File: src/rtl/btr_pkg.sv
// Constants and types shared by the branch trace recorder files.
`default_nettype none
package btr_pkg;
    localparam int unsigned STACK_DEPTH = 4;
    localparam int unsigned REC_BYTES   = 8;
    localparam int unsigned DS_CAP_BIT  = 21;

    localparam logic [7:0] OFF_CTRL    = 8'h00;
    localparam logic [7:0] OFF_TRAP    = 8'h04;
    localparam logic [7:0] OFF_TOS     = 8'h08;
    localparam logic [7:0] OFF_CAP     = 8'h0C;
    localparam logic [7:0] OFF_STACK   = 8'h10;
    localparam logic [7:0] OFF_LER_DST = 8'h30;
    localparam logic [7:0] OFF_LER_SRC = 8'h34;
    localparam logic [7:0] OFF_SAP     = 8'h38;
    localparam logic [7:0] OFF_MISC    = 8'h3C;
    localparam logic [7:0] OFF_BASE    = 8'h40;
    localparam logic [7:0] OFF_INDEX   = 8'h44;
    localparam logic [7:0] OFF_ABSMAX  = 8'h48;
    localparam logic [7:0] OFF_THRESH  = 8'h4C;

    localparam int unsigned CTL_LOG  = 0;
    localparam int unsigned CTL_STEP = 1;
    localparam int unsigned CTL_MSG  = 2;
    localparam int unsigned CTL_MEM  = 3;
    localparam int unsigned CTL_IRQ  = 4;
    localparam int unsigned MISC_ABSENT_BIT = 0;

    localparam logic [4:0]  CTRL_RESET = 5'h00;
    localparam logic [31:0] WORD_RESET = 32'h0000_0000;

    typedef enum logic [1:0] {
        BTR_KIND_BRANCH = 2'b00,
        BTR_KIND_IRQ    = 2'b01,
        BTR_KIND_EXC    = 2'b10
    } btr_kind_t;
endpackage
`default_nettype wire

File: src/rtl/btr_emit_if.sv
// Link between the recorder core and its trace record emitter.
`default_nettype none
interface btr_emit_if;
    logic        push;
    logic        to_mem;
    logic        two;
    logic [31:0] rec0_from;
    logic [31:0] rec0_to;
    logic [31:0] rec1_from;
    logic [31:0] rec1_to;
    logic        idle;
    logic [31:0] wr_addr;
    logic        mem_full;
    logic        mem_done;
    modport core (output push, to_mem, two, rec0_from, rec0_to,
                  rec1_from, rec1_to, wr_addr, mem_full,
                  input idle, mem_done);
    modport emit (input push, to_mem, two, rec0_from, rec0_to,
                  rec1_from, rec1_to, wr_addr, mem_full,
                  output idle, mem_done);
endinterface
`default_nettype wire

File: src/rtl/btr_top.sv
// Branch trace recorder: stack, last exception pair, stepping and trace store.
`default_nettype none
module btr_top #(
    parameter logic STORE_ABSENT = 1'b0
) (
    input  wire logic        pclk,
    input  wire logic        presetn,
    input  wire logic        psel,
    input  wire logic        penable,
    input  wire logic        pwrite,
    input  wire logic [31:0] paddr,
    input  wire logic [31:0] pwdata,
    output logic             pready_q,
    output logic [31:0]      prdata_q,
    output logic             pslverr_q,
    input  wire logic        ev_valid,
    input  wire logic [1:0]  ev_kind,
    input  wire logic [31:0] ev_from,
    input  wire logic [31:0] ev_to,
    input  wire logic        ev_with_branch,
    input  wire logic [31:0] ev_br_from,
    input  wire logic [31:0] ev_br_to,
    input  wire logic        dbg_exc,
    output logic             core_ready_q,
    output logic             step_trap_q,
    output logic             trace_irq_q,
    output logic             msg_valid_q,
    output logic [31:0]      msg_from_q,
    output logic [31:0]      msg_to_q,
    input  wire logic        msg_ready,
    output logic             mem_valid_q,
    output logic [31:0]      mem_addr_q,
    output logic [63:0]      mem_data_q,
    input  wire logic        mem_ready
);
    localparam int unsigned DEPTH = btr_pkg::STACK_DEPTH;

    btr_emit_if em ();

    logic [4:0]  ctl_q, ctl_d;
    logic        tf_q, tf_d;
    logic [1:0]  tos_q, tos_d;
    logic [31:0] sfrom_q [DEPTH];
    logic [31:0] sto_q   [DEPTH];
    logic [31:0] sfrom_d [DEPTH];
    logic [31:0] sto_d   [DEPTH];
    logic [31:0] ler_dst_q, ler_dst_d, ler_src_q, ler_src_d;
    logic [31:0] lb_from_q, lb_from_d, lb_to_q, lb_to_d;
    logic [31:0] sap_q, sap_d, base_q, base_d, idx_q, idx_d;
    logic [31:0] max_q, max_d, thr_q, thr_d;
    logic        trap_d, irq_d, rdy_d, err_d;
    logic [31:0] rd_d, nidx;
    logic        acc, wr, take, pair, msg_on, circ;
    logic [7:0]  off;

    function automatic logic is_handler_kind(input logic [1:0] k);
        return (k == btr_pkg::BTR_KIND_IRQ) || (k == btr_pkg::BTR_KIND_EXC);
    endfunction

    assign off    = paddr[7:0];
    assign acc    = psel && penable && pready_q;
    assign wr     = acc && pwrite;
    assign take   = ev_valid && core_ready_q;
    assign pair   = ev_with_branch && is_handler_kind(ev_kind);
    // Trace message enable gates both destinations.
    assign msg_on = ctl_q[btr_pkg::CTL_MSG];
    assign circ   = !ctl_q[btr_pkg::CTL_IRQ];
    assign nidx   = idx_q + 32'(btr_pkg::REC_BYTES);

    // One destination only, chosen by the memory flag.
    assign em.push      = take && msg_on;
    assign em.to_mem    = ctl_q[btr_pkg::CTL_MEM];
    assign em.two       = pair;
    assign em.rec0_from = pair ? ev_br_from : ev_from;
    assign em.rec0_to   = pair ? ev_br_to : ev_to;
    assign em.rec1_from = ev_from;
    assign em.rec1_to   = ev_to;
    assign em.wr_addr   = idx_q;
    assign em.mem_full  = circ ? 1'b0 : (idx_q >= max_q);

    always_comb begin
        ctl_d     = ctl_q;
        tf_d      = tf_q;
        tos_d     = tos_q;
        sfrom_d   = sfrom_q;
        sto_d     = sto_q;
        ler_dst_d = ler_dst_q;
        ler_src_d = ler_src_q;
        lb_from_d = lb_from_q;
        lb_to_d   = lb_to_q;
        sap_d     = sap_q;
        base_d    = base_q;
        idx_d     = idx_q;
        max_d     = max_q;
        thr_d     = thr_q;
        trap_d    = 1'b0;
        if (wr) begin
            unique case (off)
                btr_pkg::OFF_CTRL: begin
                    ctl_d = pwdata[4:0];
                    if (STORE_ABSENT) begin
                        ctl_d[btr_pkg::CTL_MEM] = 1'b0;
                        ctl_d[btr_pkg::CTL_IRQ] = 1'b0;
                    end
                end
                btr_pkg::OFF_TRAP:   tf_d   = pwdata[0];
                btr_pkg::OFF_SAP:    sap_d  = pwdata;
                btr_pkg::OFF_BASE:   base_d = pwdata;
                btr_pkg::OFF_INDEX:  idx_d  = pwdata;
                btr_pkg::OFF_ABSMAX: max_d  = pwdata;
                btr_pkg::OFF_THRESH: thr_d  = pwdata;
                default: ;
            endcase
        end
        if (take && ctl_q[btr_pkg::CTL_LOG]) begin
            if (pair) begin
                // Two pushes: branch first, then the handler entry.
                sfrom_d[2'(tos_q + 2'd1)] = ev_br_from;
                sto_d[2'(tos_q + 2'd1)]   = ev_br_to;
                sfrom_d[2'(tos_q + 2'd2)] = ev_from;
                sto_d[2'(tos_q + 2'd2)]   = ev_to;
                tos_d = tos_q + 2'd2;
            end else begin
                sfrom_d[2'(tos_q + 2'd1)] = ev_from;
                sto_d[2'(tos_q + 2'd1)]   = ev_to;
                tos_d = tos_q + 2'd1;
            end
            if (is_handler_kind(ev_kind)) begin
                // Last branch before the exception or interrupt.
                ler_src_d = pair ? ev_br_from : lb_from_q;
                ler_dst_d = pair ? ev_br_to : lb_to_q;
                lb_from_d = ler_src_d;
                lb_to_d   = ler_dst_d;
            end else begin
                lb_from_d = ev_from;
                lb_to_d   = ev_to;
            end
        end
        if (take && ctl_q[btr_pkg::CTL_STEP] && tf_q) begin
            trap_d = 1'b1;
        end
        // The hardware clear beats a same-cycle software write for the log bit, and for step only when step was already set.
        if (dbg_exc) begin
            ctl_d[btr_pkg::CTL_LOG] = 1'b0;
            if (ctl_q[btr_pkg::CTL_STEP]) begin
                ctl_d[btr_pkg::CTL_STEP] = 1'b0;
                tf_d = 1'b0;
            end
        end
        if (em.mem_done) begin
            // Advance by one record, wrapping only in circular mode.
            idx_d = (circ && nidx >= max_q) ? base_q : nidx;
        end
        // Level request while the index sits at or past the threshold.
        irq_d = msg_on && ctl_q[btr_pkg::CTL_MEM]
                && ctl_q[btr_pkg::CTL_IRQ] && (idx_d >= thr_d);
    end

    always_comb begin
        rd_d  = btr_pkg::WORD_RESET;
        err_d = 1'b0;
        rdy_d = psel && penable && !pready_q;
        unique case (off)
            btr_pkg::OFF_CTRL:    rd_d = {27'h000_0000, ctl_q};
            btr_pkg::OFF_TRAP:    rd_d = {31'h0000_0000, tf_q};
            btr_pkg::OFF_TOS:     rd_d = {30'h0000_0000, tos_q};
            btr_pkg::OFF_CAP:     rd_d[btr_pkg::DS_CAP_BIT] = 1'b1;
            btr_pkg::OFF_LER_DST: rd_d = ler_dst_q;
            btr_pkg::OFF_LER_SRC: rd_d = ler_src_q;
            btr_pkg::OFF_SAP:     rd_d = sap_q;
            btr_pkg::OFF_MISC:    rd_d[btr_pkg::MISC_ABSENT_BIT] = STORE_ABSENT;
            btr_pkg::OFF_BASE:    rd_d = base_q;
            btr_pkg::OFF_INDEX:   rd_d = idx_q;
            btr_pkg::OFF_ABSMAX:  rd_d = max_q;
            btr_pkg::OFF_THRESH:  rd_d = thr_q;
            default: begin
                err_d = 1'b1;
                for (int i = 0; i < DEPTH; i++) begin
                    if (off == btr_pkg::OFF_STACK + 8'(8 * i)) begin
                        rd_d  = sfrom_q[i];
                        err_d = 1'b0;
                    end
                    if (off == btr_pkg::OFF_STACK + 8'(8 * i + 4)) begin
                        rd_d  = sto_q[i];
                        err_d = 1'b0;
                    end
                end
                // Stack and pointer are read only; other holes answer error.
                if (paddr[31:8] != 24'h00_0000) begin
                    err_d = 1'b1;
                end
            end
        endcase
        if (paddr[31:8] != 24'h00_0000 || paddr[1:0] != 2'b00) begin
            err_d = 1'b1;
        end
    end

    always_ff @(posedge pclk or negedge presetn) begin
        if (!presetn) begin
            ctl_q       <= btr_pkg::CTRL_RESET;
            tf_q        <= 1'b0;
            tos_q       <= 2'd0;
            for (int i = 0; i < DEPTH; i++) begin
                sfrom_q[i] <= btr_pkg::WORD_RESET;
                sto_q[i]   <= btr_pkg::WORD_RESET;
            end
            ler_dst_q   <= btr_pkg::WORD_RESET;
            ler_src_q   <= btr_pkg::WORD_RESET;
            lb_from_q   <= btr_pkg::WORD_RESET;
            lb_to_q     <= btr_pkg::WORD_RESET;
            sap_q       <= btr_pkg::WORD_RESET;
            base_q      <= btr_pkg::WORD_RESET;
            idx_q       <= btr_pkg::WORD_RESET;
            max_q       <= btr_pkg::WORD_RESET;
            thr_q       <= btr_pkg::WORD_RESET;
            step_trap_q <= 1'b0;
            trace_irq_q <= 1'b0;
            core_ready_q <= 1'b0;
            pready_q    <= 1'b0;
            prdata_q    <= btr_pkg::WORD_RESET;
            pslverr_q   <= 1'b0;
        end else begin
            ctl_q       <= ctl_d;
            tf_q        <= tf_d;
            tos_q       <= tos_d;
            sfrom_q     <= sfrom_d;
            sto_q       <= sto_d;
            ler_dst_q   <= ler_dst_d;
            ler_src_q   <= ler_src_d;
            lb_from_q   <= lb_from_d;
            lb_to_q     <= lb_to_d;
            sap_q       <= sap_d;
            base_q      <= base_d;
            idx_q       <= idx_d;
            max_q       <= max_d;
            thr_q       <= thr_d;
            step_trap_q <= trap_d;
            trace_irq_q <= irq_d;
            // Ready drops for the cycle after a take so the emitter can latch, and stays low until the emitter is idle.
            core_ready_q <= em.idle && !take;
            pready_q    <= rdy_d;
            prdata_q    <= rd_d;
            pslverr_q   <= rdy_d && err_d;
        end
    end

    btr_emit u_emit (
        .pclk        (pclk),
        .presetn     (presetn),
        .em          (em),
        .msg_valid_q (msg_valid_q),
        .msg_from_q  (msg_from_q),
        .msg_to_q    (msg_to_q),
        .msg_ready   (msg_ready),
        .mem_valid_q (mem_valid_q),
        .mem_addr_q  (mem_addr_q),
        .mem_data_q  (mem_data_q),
        .mem_ready   (mem_ready)
    );
endmodule
`default_nettype wire

File: src/rtl/btr_emit.sv
// Sends queued trace records to the system bus or to the store buffer.
`default_nettype none
module btr_emit (
    input  wire logic        pclk,
    input  wire logic        presetn,
    btr_emit_if.emit         em,
    output logic             msg_valid_q,
    output logic [31:0]      msg_from_q,
    output logic [31:0]      msg_to_q,
    input  wire logic        msg_ready,
    output logic             mem_valid_q,
    output logic [31:0]      mem_addr_q,
    output logic [63:0]      mem_data_q,
    input  wire logic        mem_ready
);
    logic [1:0]  cnt_q, cnt_d;
    logic        dst_q, dst_d;
    logic [31:0] f0_q, t0_q, f1_q, t1_q;
    logic [31:0] f0_d, t0_d, f1_d, t1_d;
    logic        mv_d, bv_d, idle_d;
    logic [31:0] mf_d, mt_d, ma_d;
    logic [63:0] md_d;
    logic        done_d;
    logic        idle_q, done_q;
    logic        busy;

    assign busy        = msg_valid_q | mem_valid_q;
    assign em.idle     = idle_q;
    assign em.mem_done = done_q;

    always_comb begin
        cnt_d  = cnt_q;
        dst_d  = dst_q;
        f0_d   = f0_q;
        t0_d   = t0_q;
        f1_d   = f1_q;
        t1_d   = t1_q;
        bv_d   = msg_valid_q;
        mv_d   = mem_valid_q;
        mf_d   = msg_from_q;
        mt_d   = msg_to_q;
        ma_d   = mem_addr_q;
        md_d   = mem_data_q;
        done_d = 1'b0;
        if (msg_valid_q && msg_ready) begin
            bv_d = 1'b0;
        end
        if (mem_valid_q && mem_ready) begin
            mv_d   = 1'b0;
            done_d = 1'b1;
        end
        if (em.push) begin
            // The second record follows the first, as on the stack.
            cnt_d = em.two ? 2'd2 : 2'd1;
            dst_d = em.to_mem;
            f0_d  = em.rec0_from;
            t0_d  = em.rec0_to;
            f1_d  = em.rec1_from;
            t1_d  = em.rec1_to;
        end else if (!busy && !done_q && cnt_q != 2'd0) begin
            // Launch waits a cycle after a store so the index has moved.
            if (!dst_q) begin
                bv_d = 1'b1;
                mf_d = f0_q;
                mt_d = t0_q;
            end else if (!em.mem_full) begin
                mv_d = 1'b1;
                ma_d = em.wr_addr;
                md_d = {t0_q, f0_q};
            end
            // A full non-circular buffer drops the record.
            cnt_d = cnt_q - 2'd1;
            f0_d  = f1_q;
            t0_d  = t1_q;
        end
        idle_d = (cnt_d == 2'd0) && !bv_d && !mv_d && !em.push;
    end

    always_ff @(posedge pclk or negedge presetn) begin
        if (!presetn) begin
            cnt_q       <= 2'd0;
            dst_q       <= 1'b0;
            f0_q        <= btr_pkg::WORD_RESET;
            t0_q        <= btr_pkg::WORD_RESET;
            f1_q        <= btr_pkg::WORD_RESET;
            t1_q        <= btr_pkg::WORD_RESET;
            msg_valid_q <= 1'b0;
            mem_valid_q <= 1'b0;
            msg_from_q  <= btr_pkg::WORD_RESET;
            msg_to_q    <= btr_pkg::WORD_RESET;
            mem_addr_q  <= btr_pkg::WORD_RESET;
            mem_data_q  <= {btr_pkg::WORD_RESET, btr_pkg::WORD_RESET};
            idle_q      <= 1'b1;
            done_q      <= 1'b0;
        end else begin
            cnt_q       <= cnt_d;
            dst_q       <= dst_d;
            f0_q        <= f0_d;
            t0_q        <= t0_d;
            f1_q        <= f1_d;
            t1_q        <= t1_d;
            msg_valid_q <= bv_d;
            mem_valid_q <= mv_d;
            msg_from_q  <= mf_d;
            msg_to_q    <= mt_d;
            mem_addr_q  <= ma_d;
            mem_data_q  <= md_d;
            idle_q      <= idle_d;
            done_q      <= done_d;
        end
    end
endmodule
`default_nettype wire

File: config.mk
export PLATFORM = sky130hd
export DESIGN_NAME = btr_top
export DESIGN_NICKNAME = d
export VERILOG_FILES = /design/src/rtl/btr_pkg.sv /design/src/rtl/btr_emit_if.sv /design/src/rtl/btr_top.sv /design/src/rtl/btr_emit.sv
export SDC_FILE = /design/constraint.sdc
export NUM_CORES = 2
export LEC_CHECK = 0
export BUFFER_PORTS_ARGS = -buffer_cell sky130_fd_sc_hd__buf_2
export CAP_MARGIN = 10
export CORE_UTILIZATION = 45
export CTS_CLUSTER_SIZE = 24
export DETAILED_ROUTE_END_ITERATION = 16
export GPL_TIMING_DRIVEN = 0
export MAX_ROUTING_LAYER = met4
export PLACE_DENSITY_LB_ADDON = 0.1
export SKIP_LAST_GASP = 1
export SLEW_MARGIN = 30
export SYNTH_ARGS = -nofsm -noshare
export SYNTH_HDL_FRONTEND = slang
export SYNTH_SLANG_ARGS = --single-unit
File: constraint.sdc
create_clock -name pclk -period 11.9 [get_ports pclk]
set_input_delay 2.38 -clock pclk [delete_from_list [all_inputs] [get_ports pclk]]
set_output_delay 2.38 -clock pclk [all_outputs]
set_load 0.005 [all_outputs]
; ---- After elaboration in Yosys (flattened, before gate mapping)
; Cells that the tools add are included.
[classes]
addsub = 4
n_mul = 0
div = 0
magnitude_cmp = 7
eq_ne = 21
shifts = 0
mux = 75
bitwise = 6
n_reduce_logical = 56
[ops]
columns = cell, count
row1 = $mux 32, 26
row2 = $bwmux 128, 6
row3 = $mux 128, 2
row4 = $pmux 20 s10, 1
row5 = $demux 32 s2, 2
row6 = $ge 32x32->1, 3
row7 = $pmux 10 s8, 1
row8 = $eq 8x6->1 const B, 8
row9 = $add 32x4->32 const B, 1
row10 = $eq 8x5->1 const B, 4
row11 = $eq 8x7->1 const B, 4
row12 = $mux 1, 28
row13 = $logic_and 1x1->1, 25
row14 = $reduce_bool 24->1, 1
row15 = $eq 8x4->1 const B, 2
row16 = $mux 2, 7
row17 = $reduce_and 2->1, 6
row18 = $reduce_or 12->1, 1
row19 = $pmux 1 s11, 1
row20 = $reduce_bool 2->1, 5
row21 = $pmux 1 s9, 1
row22 = $eq 8x3->1 const B, 1
row23 = $logic_not 1->1, 8
row24 = $logic_not 8->1, 1
row25 = 18 further kinds, 24
[totals]
regBits = 884
latchBits = 0
ramBits = 0
rom_bits = 0
inputBits = 204
out_inout_bits = 199
elab_cells = 211
memories = 0

; ---- Logic depth before layout (Yosys ltp)
[depth]
word_depth = 13
ltp_mapped = 25
mapped_depth_nobuf = 21

; ---- Modules after synthesis
; A second synthesis with hierarchy kept.
[hier_totals]
cells_unflattened = 4406
hier_area_um2 = 44671.6
[by_module_without_submodules]
columns = module, n_inst, cells_each, area_per_inst_um2, seq_area_each_um2
row1 = btr_top, 1, 3624, 33036.7, 14739.1
row2 = btr_emit, 1, 782, 11634.9, 7383.3

; ---- Worst setup path before layout
; OpenSTA, ideal clock, no wires.
[synth_path]
path_kind = input-to-reg
start = input paddr[6]
end = register trace_irq_q
arrival_ns = 5.004
required_ns = 11.774
slack_ns = 6.770
stages = 15
n_path_buf = 3
cell_sequence = clkbuf_2 -> nand2_1 -> or2_1 -> buf_6 -> nor3_2 -> buf_4 -> mux2_2 -> ha_1 -> nand2b_1 -> a21o_1 -> a21o_1 -> a21oi_1 -> o21ai_0 -> a21oi_1 -> o31ai_1
[synth_between]
word_cells_on_any_way = 9
cone_classes = order compare: 1 / eq/ne: 2 / mux: 5 / reduce/logical: 1
[synth_rtl]
columns = element, line
row1 = start: declaration, btr_top.sv:11  ; input wire logic [31:0] paddr,
row2 = $eq 8x7->1, btr_top.sv:98  ; unique case (off)
row3 = $mux 32, btr_top.sv:98
row4 = $mux 32, btr_top.sv:97  ; if (wr) begin
row5 = via thr_d[0], btr_top.sv:50  ; logic [31:0] max_q, max_d, thr_q, thr_d;
row6 = $ge 32x32->1, btr_top.sv:156  ; && ctl_q[btr_pkg::CTL_IRQ] && (idx_d >= thr_d);
row7 = $logic_and 1x1->1, btr_top.sv:156
row8 = via irq_d, btr_top.sv:51  ; logic trap_d, irq_d, rdy_d, err_d;
row9 = end signal: assignment, btr_top.sv:239  ; trace_irq_q <= irq_d;
row10 = end: declaration, btr_top.sv:26  ; output logic trace_irq_q,
; The timed path passes the listed nets, and every way through them passes these cells.
; A chain may end at the register's enable or synchronous reset.

; ---- Final worst setup path
[layout_path]
start = register idx_q[14] (netlist: em.wr_addr[14])
end = register trace_irq_q
[layout_between]
elab_chain_len = 7
word_cells_on_any_way = 9
cone_classes = add/sub: 1 / order compare: 2 / mux: 4 / reduce/logical: 2
[layout_lines]
columns = element, line
row1 = start: declaration, btr_top.sv:49  ; logic [31:0] sap_q, sap_d, base_q, base_d, idx_q, idx_d;
row2 = start signal: assignment, btr_top.sv:214  ; idx_q <= btr_pkg::WORD_RESET;
row3 = start signal: assignment, btr_top.sv:235  ; idx_q <= idx_d;
row4 = $add 32x4->32 (*), btr_top.sv:68  ; assign nidx = idx_q + 32'(btr_pkg::REC_BYTES);
row5 = $ge 32x32->1, btr_top.sv:152  ; idx_d = (circ && nidx >= max_q) ? base_q : nidx;
row6 = $logic_and 1x1->1, btr_top.sv:152
row7 = $mux 32 (*), btr_top.sv:152
row8 = $mux 32 (*), btr_top.sv:150  ; if (em.mem_done) begin
row9 = via idx_d[21], btr_top.sv:49
row10 = $ge 32x32->1 (*), btr_top.sv:156
row11 = $logic_and 1x1->1 (*), btr_top.sv:156
row12 = via irq_d, btr_top.sv:51
; The timed path passes the listed nets; every way through them passes the cells marked *.

==> summary.txt <==
Run status
  • Status: completed

STA
  • Worst slew margin: 21.8%
  • Worst slew pin tran: 1.17 ns
  • Crit path time final: 6.80 ns
  • Post-Route Skew: 0.0274 ns
  • F_max: 0.147 GHz
  • Fin. Hold Viols: 0
  • RSZ-0062 raised after global routing: no
  • Final setup fails: 0
  • Final Slew Violations: 0
  • Setup_tns: 0 ns
  • Final period utilization: 57.1%

Clock network
  • Clock buffer depth: 3
  • H-tree depth: 3
  • CTS tree: done
  • Setup Fix Bufs, Post-CTS: 0
  • Cts hold-fix bufs: 0
  • Clock-pin transition on the worst setup and hold timing paths: 0.06 ns
  • Root Buffer: clkbuf_16
  • # clock sinks: 884
  • Worst skew pair latency: 0.72 ns
  • Cts bufs inserted: 99
  • Post-CTS resize count: 0

Routing
  • DRT iter0 DRCs: 5925
  • Drt drc: 0
  • DRT Wirelength: 233 mm
  • Drt wl/cell: 36.1 microns
  • First-pass iteration count of the detailed router: 6
  • Vias per cell: 6.53
  • Vias post-DR: 42106
  • Final ANT Viol Nets: 0

GRT
  • Largest net degree at the start of global routing: 117
  • Tot GR Track Use: 47.5%
  • Grt total ovfl: 0
  • Initial antenna violation count: 16
  • Vias in the first global route: 40105
  • First-pass GRT wire length: 318 mm

Critical path
  • Critical path class: reg -> reg
  • Crit. Startpoint: em.wr_addr[14]
  • Crit Path Max Fanout: 10
  • FF-to-FF path depth: 22
  • Worst setup SP type: register
  • RR Endpoint: trace_irq_q
  • Worst reg2reg startpoint: em.wr_addr[14]
  • Reg2Reg Setup Slack: 5.10 ns
  • Critical path capture point type: register
  • WP data arrival: 7.37 ns
  • Worst path required time: 12.47 ns

Placed design
  • IO buf count: 342
  • GPL Wtd Cong: 1.08
  • Placed cell area: 0.0482 sq mm
  • HPWL after detailed placement: 180 mm

Floorplanning
  • DIE WIDTH: 317 microns
  • Cell Rows: 115
  • Total core area: 0.0983 sq mm
  • Die ar.: 0.100 sq mm
  • IO Pins: 403
  • Vertical die dimension: 317 microns
  • Starting density of the core: 45.3%

Cells and area
  • Top flop regs: sfrom_q x128, sto_q x128, u_emit.mem_data_q x64
  • Post-layout util: 52.7%
  • Area growth syn-to-layout: 16.1%
  • Footprint of the multi-input gates: 0.0204 sq mm
  • Final Cell Area: 0.0517 sq mm
  • Layout filler cell count: 9489
  • Sequential cell area: 0.0221 sq mm
  • Layout Nets: 5376
  • Layout cell share with drive strength beyond 1: 18.3%

Hold path
  • Cells on Worst Hold Path: 2
  • Worst min-delay path class: reg -> reg
  • Worst Hold End: u_emit.f1_q[1]
  • Worst Hold Launch: u_emit.f1_q[1]

Pwr
  • VDD IR max: 127 uV
  • Leak: 24.6 nW
  • PD cells: 143 mW/mm^2

Logic synthesis
  • Post-synth top area share: 49.6%
  • Synth area leader: dfrtp_1
  • Ys flop type: dfrtp_1
  • Top cells by count, synth: 883 x dfrtp_1, 705 x nand2_1, 376 x nor2_1, 352 x a21oi_1, 340 x o21ai_0
  • Count of warnings emitted by yosys: 0
  • Syn Nets: 4923
  • FFs w/ async S/R, synth: 100%
  • Most numerous cell in the Yosys netlist: dfrtp_1
  • Cells after Synth: 4620
  • Seq/Total Area, Yosys: 49.6%
  • Post-Syn Area: 0.0446 sq mm
  • Syn Area/Cell: 9.64 sq um
  • Largest cells by area after synthesis: dfrtp_1 50%, nand2_1 5.9%, mux2_2 5.8%, a21oi_1 4.0%, o21ai_0 3.8%
  • Distinct cells, synth: 72
  • EDFF count, synth: 0
  • Yosys reg bits: 884

Job
  • Max cap viols: 0
[stage by stage]
stage / total power, mW / std cells / hold WS (ns) / setup slack (ns)
floorplan: 3.54 / 4620 / 0.442 / 6.77
global placement: 4.04 / 6249 / 0.458 / -11.62
detailed placement: 4.05 / 6259 / 0.463 / 5.00
CTS: 7.35 / 6439 / 0.477 / 5.21
global route: 7.52 / 6449 / 0.490 / 4.96
finish: 7.38 / 6453 / 0.476 / 5.10
[how the worst max path moves through the flow]
stage / end / slack (ns) / depth (start not counted)
floorplan: trace_irq_q / 6.77 / 15
detailed placement: trace_irq_q / 5.00 / 15
finish: trace_irq_q / 5.10 / 22
CTS: trace_irq_q / 5.21 / 21
global placement: u_emit.mem_data_q[19] / -11.62 / 1
global route: trace_irq_q / 4.96 / 21
[metal layers]
layer	global-route usage, %	share of wire [%]	vias to the layer above
met3	13.2	10	822
met1	56.7	38	20912
met2	68.5	43	2828
li1	-	-	17544
met4	35.1	9.1	0
met5	-	0	-
[kinds of logic after synthesis]
family / share of synthesized area [%]
adder cells (fa/ha/maj): 2.78
AND/OR/NAND/NOR: 12.4
multiplexers: 11.0
AO/OA/AOI/OAI: 19.0
XOR/XNOR: 0.590
buffers and inverters: 4.65
flip-flops: 49.6
[power breakdown]
group          switching (mW)  leakage [nW]  internal [mW]  total, mW
logic                   0.733          10.8          0.227      0.960
clock network            1.38          1.69           1.97       3.35
registers              0.0361          12.1           3.03       3.07
total                    2.15          24.6           5.23       7.38
[placed cells by master (no fill, tap or decap), drive strengths merged, types with 10 or more instances in the layout]
cell type  Yosys  layout
a211oi        74      74
inv           80      80
clkbuf       303     440
a22oi        143     143
mux2i        125     125
nand2        707     707
and3          80      80
buf          119     471
nor4          10      10
a221oi        46      46
a32oi         30      30
nor2b         25      25
o21ai        343     343
ha            99      99
nand4         26      26
a21oi        352     352
and2          10      10
mux4          25      25
o211ai        17      17
diode          0      14
dfrtp        883     883
nor3          23      23
a31oi         85      85
xnor2         25      25
a21o          25      25
clkinvlp       0      11
nor2         379     379
mux2         264     264
o41ai         12      12
nand3         29      29
bufinv         0      12
o22ai        202     202
clkinv         1      21
a222oi        12      12
[final cells by class]
class                   instances  share of cell area, %
flip-flops and latches        884                   42.8
repair buffers                352                   3.84
inverters                      81                  0.588
clock buffers                 137                   5.61
plain buffers                 422                   3.46
multi-input cells            3233                   39.4
well taps                    1287                   3.11
diodes                         14                 0.0677
clock inverters                43                   1.15
[worst max-delay path, cell delays in order, from the launching register on]
cell and delay, ns:
dfrtp_1 0.57, nand4_1 0.33, nor3_2 0.62, and2_1 0.20
buf_2 0.19, nand2_1 0.09, xnor2_1 0.17, ha_1 0.35
nand4_1 0.13, nor3_1 0.45, nand4_1 0.44, a211oi_1 0.74
nor3_4 0.13, buf_2 0.33, mux2i_1 0.18, mux2i_1 0.21
ha_1 0.29, a21o_1 0.16, a21o_1 0.16, a21oi_1 0.31
o21ai_0 0.20, a21oi_1 0.23, o31ai_1 0.13
Power figures use the tool's default switching activity.
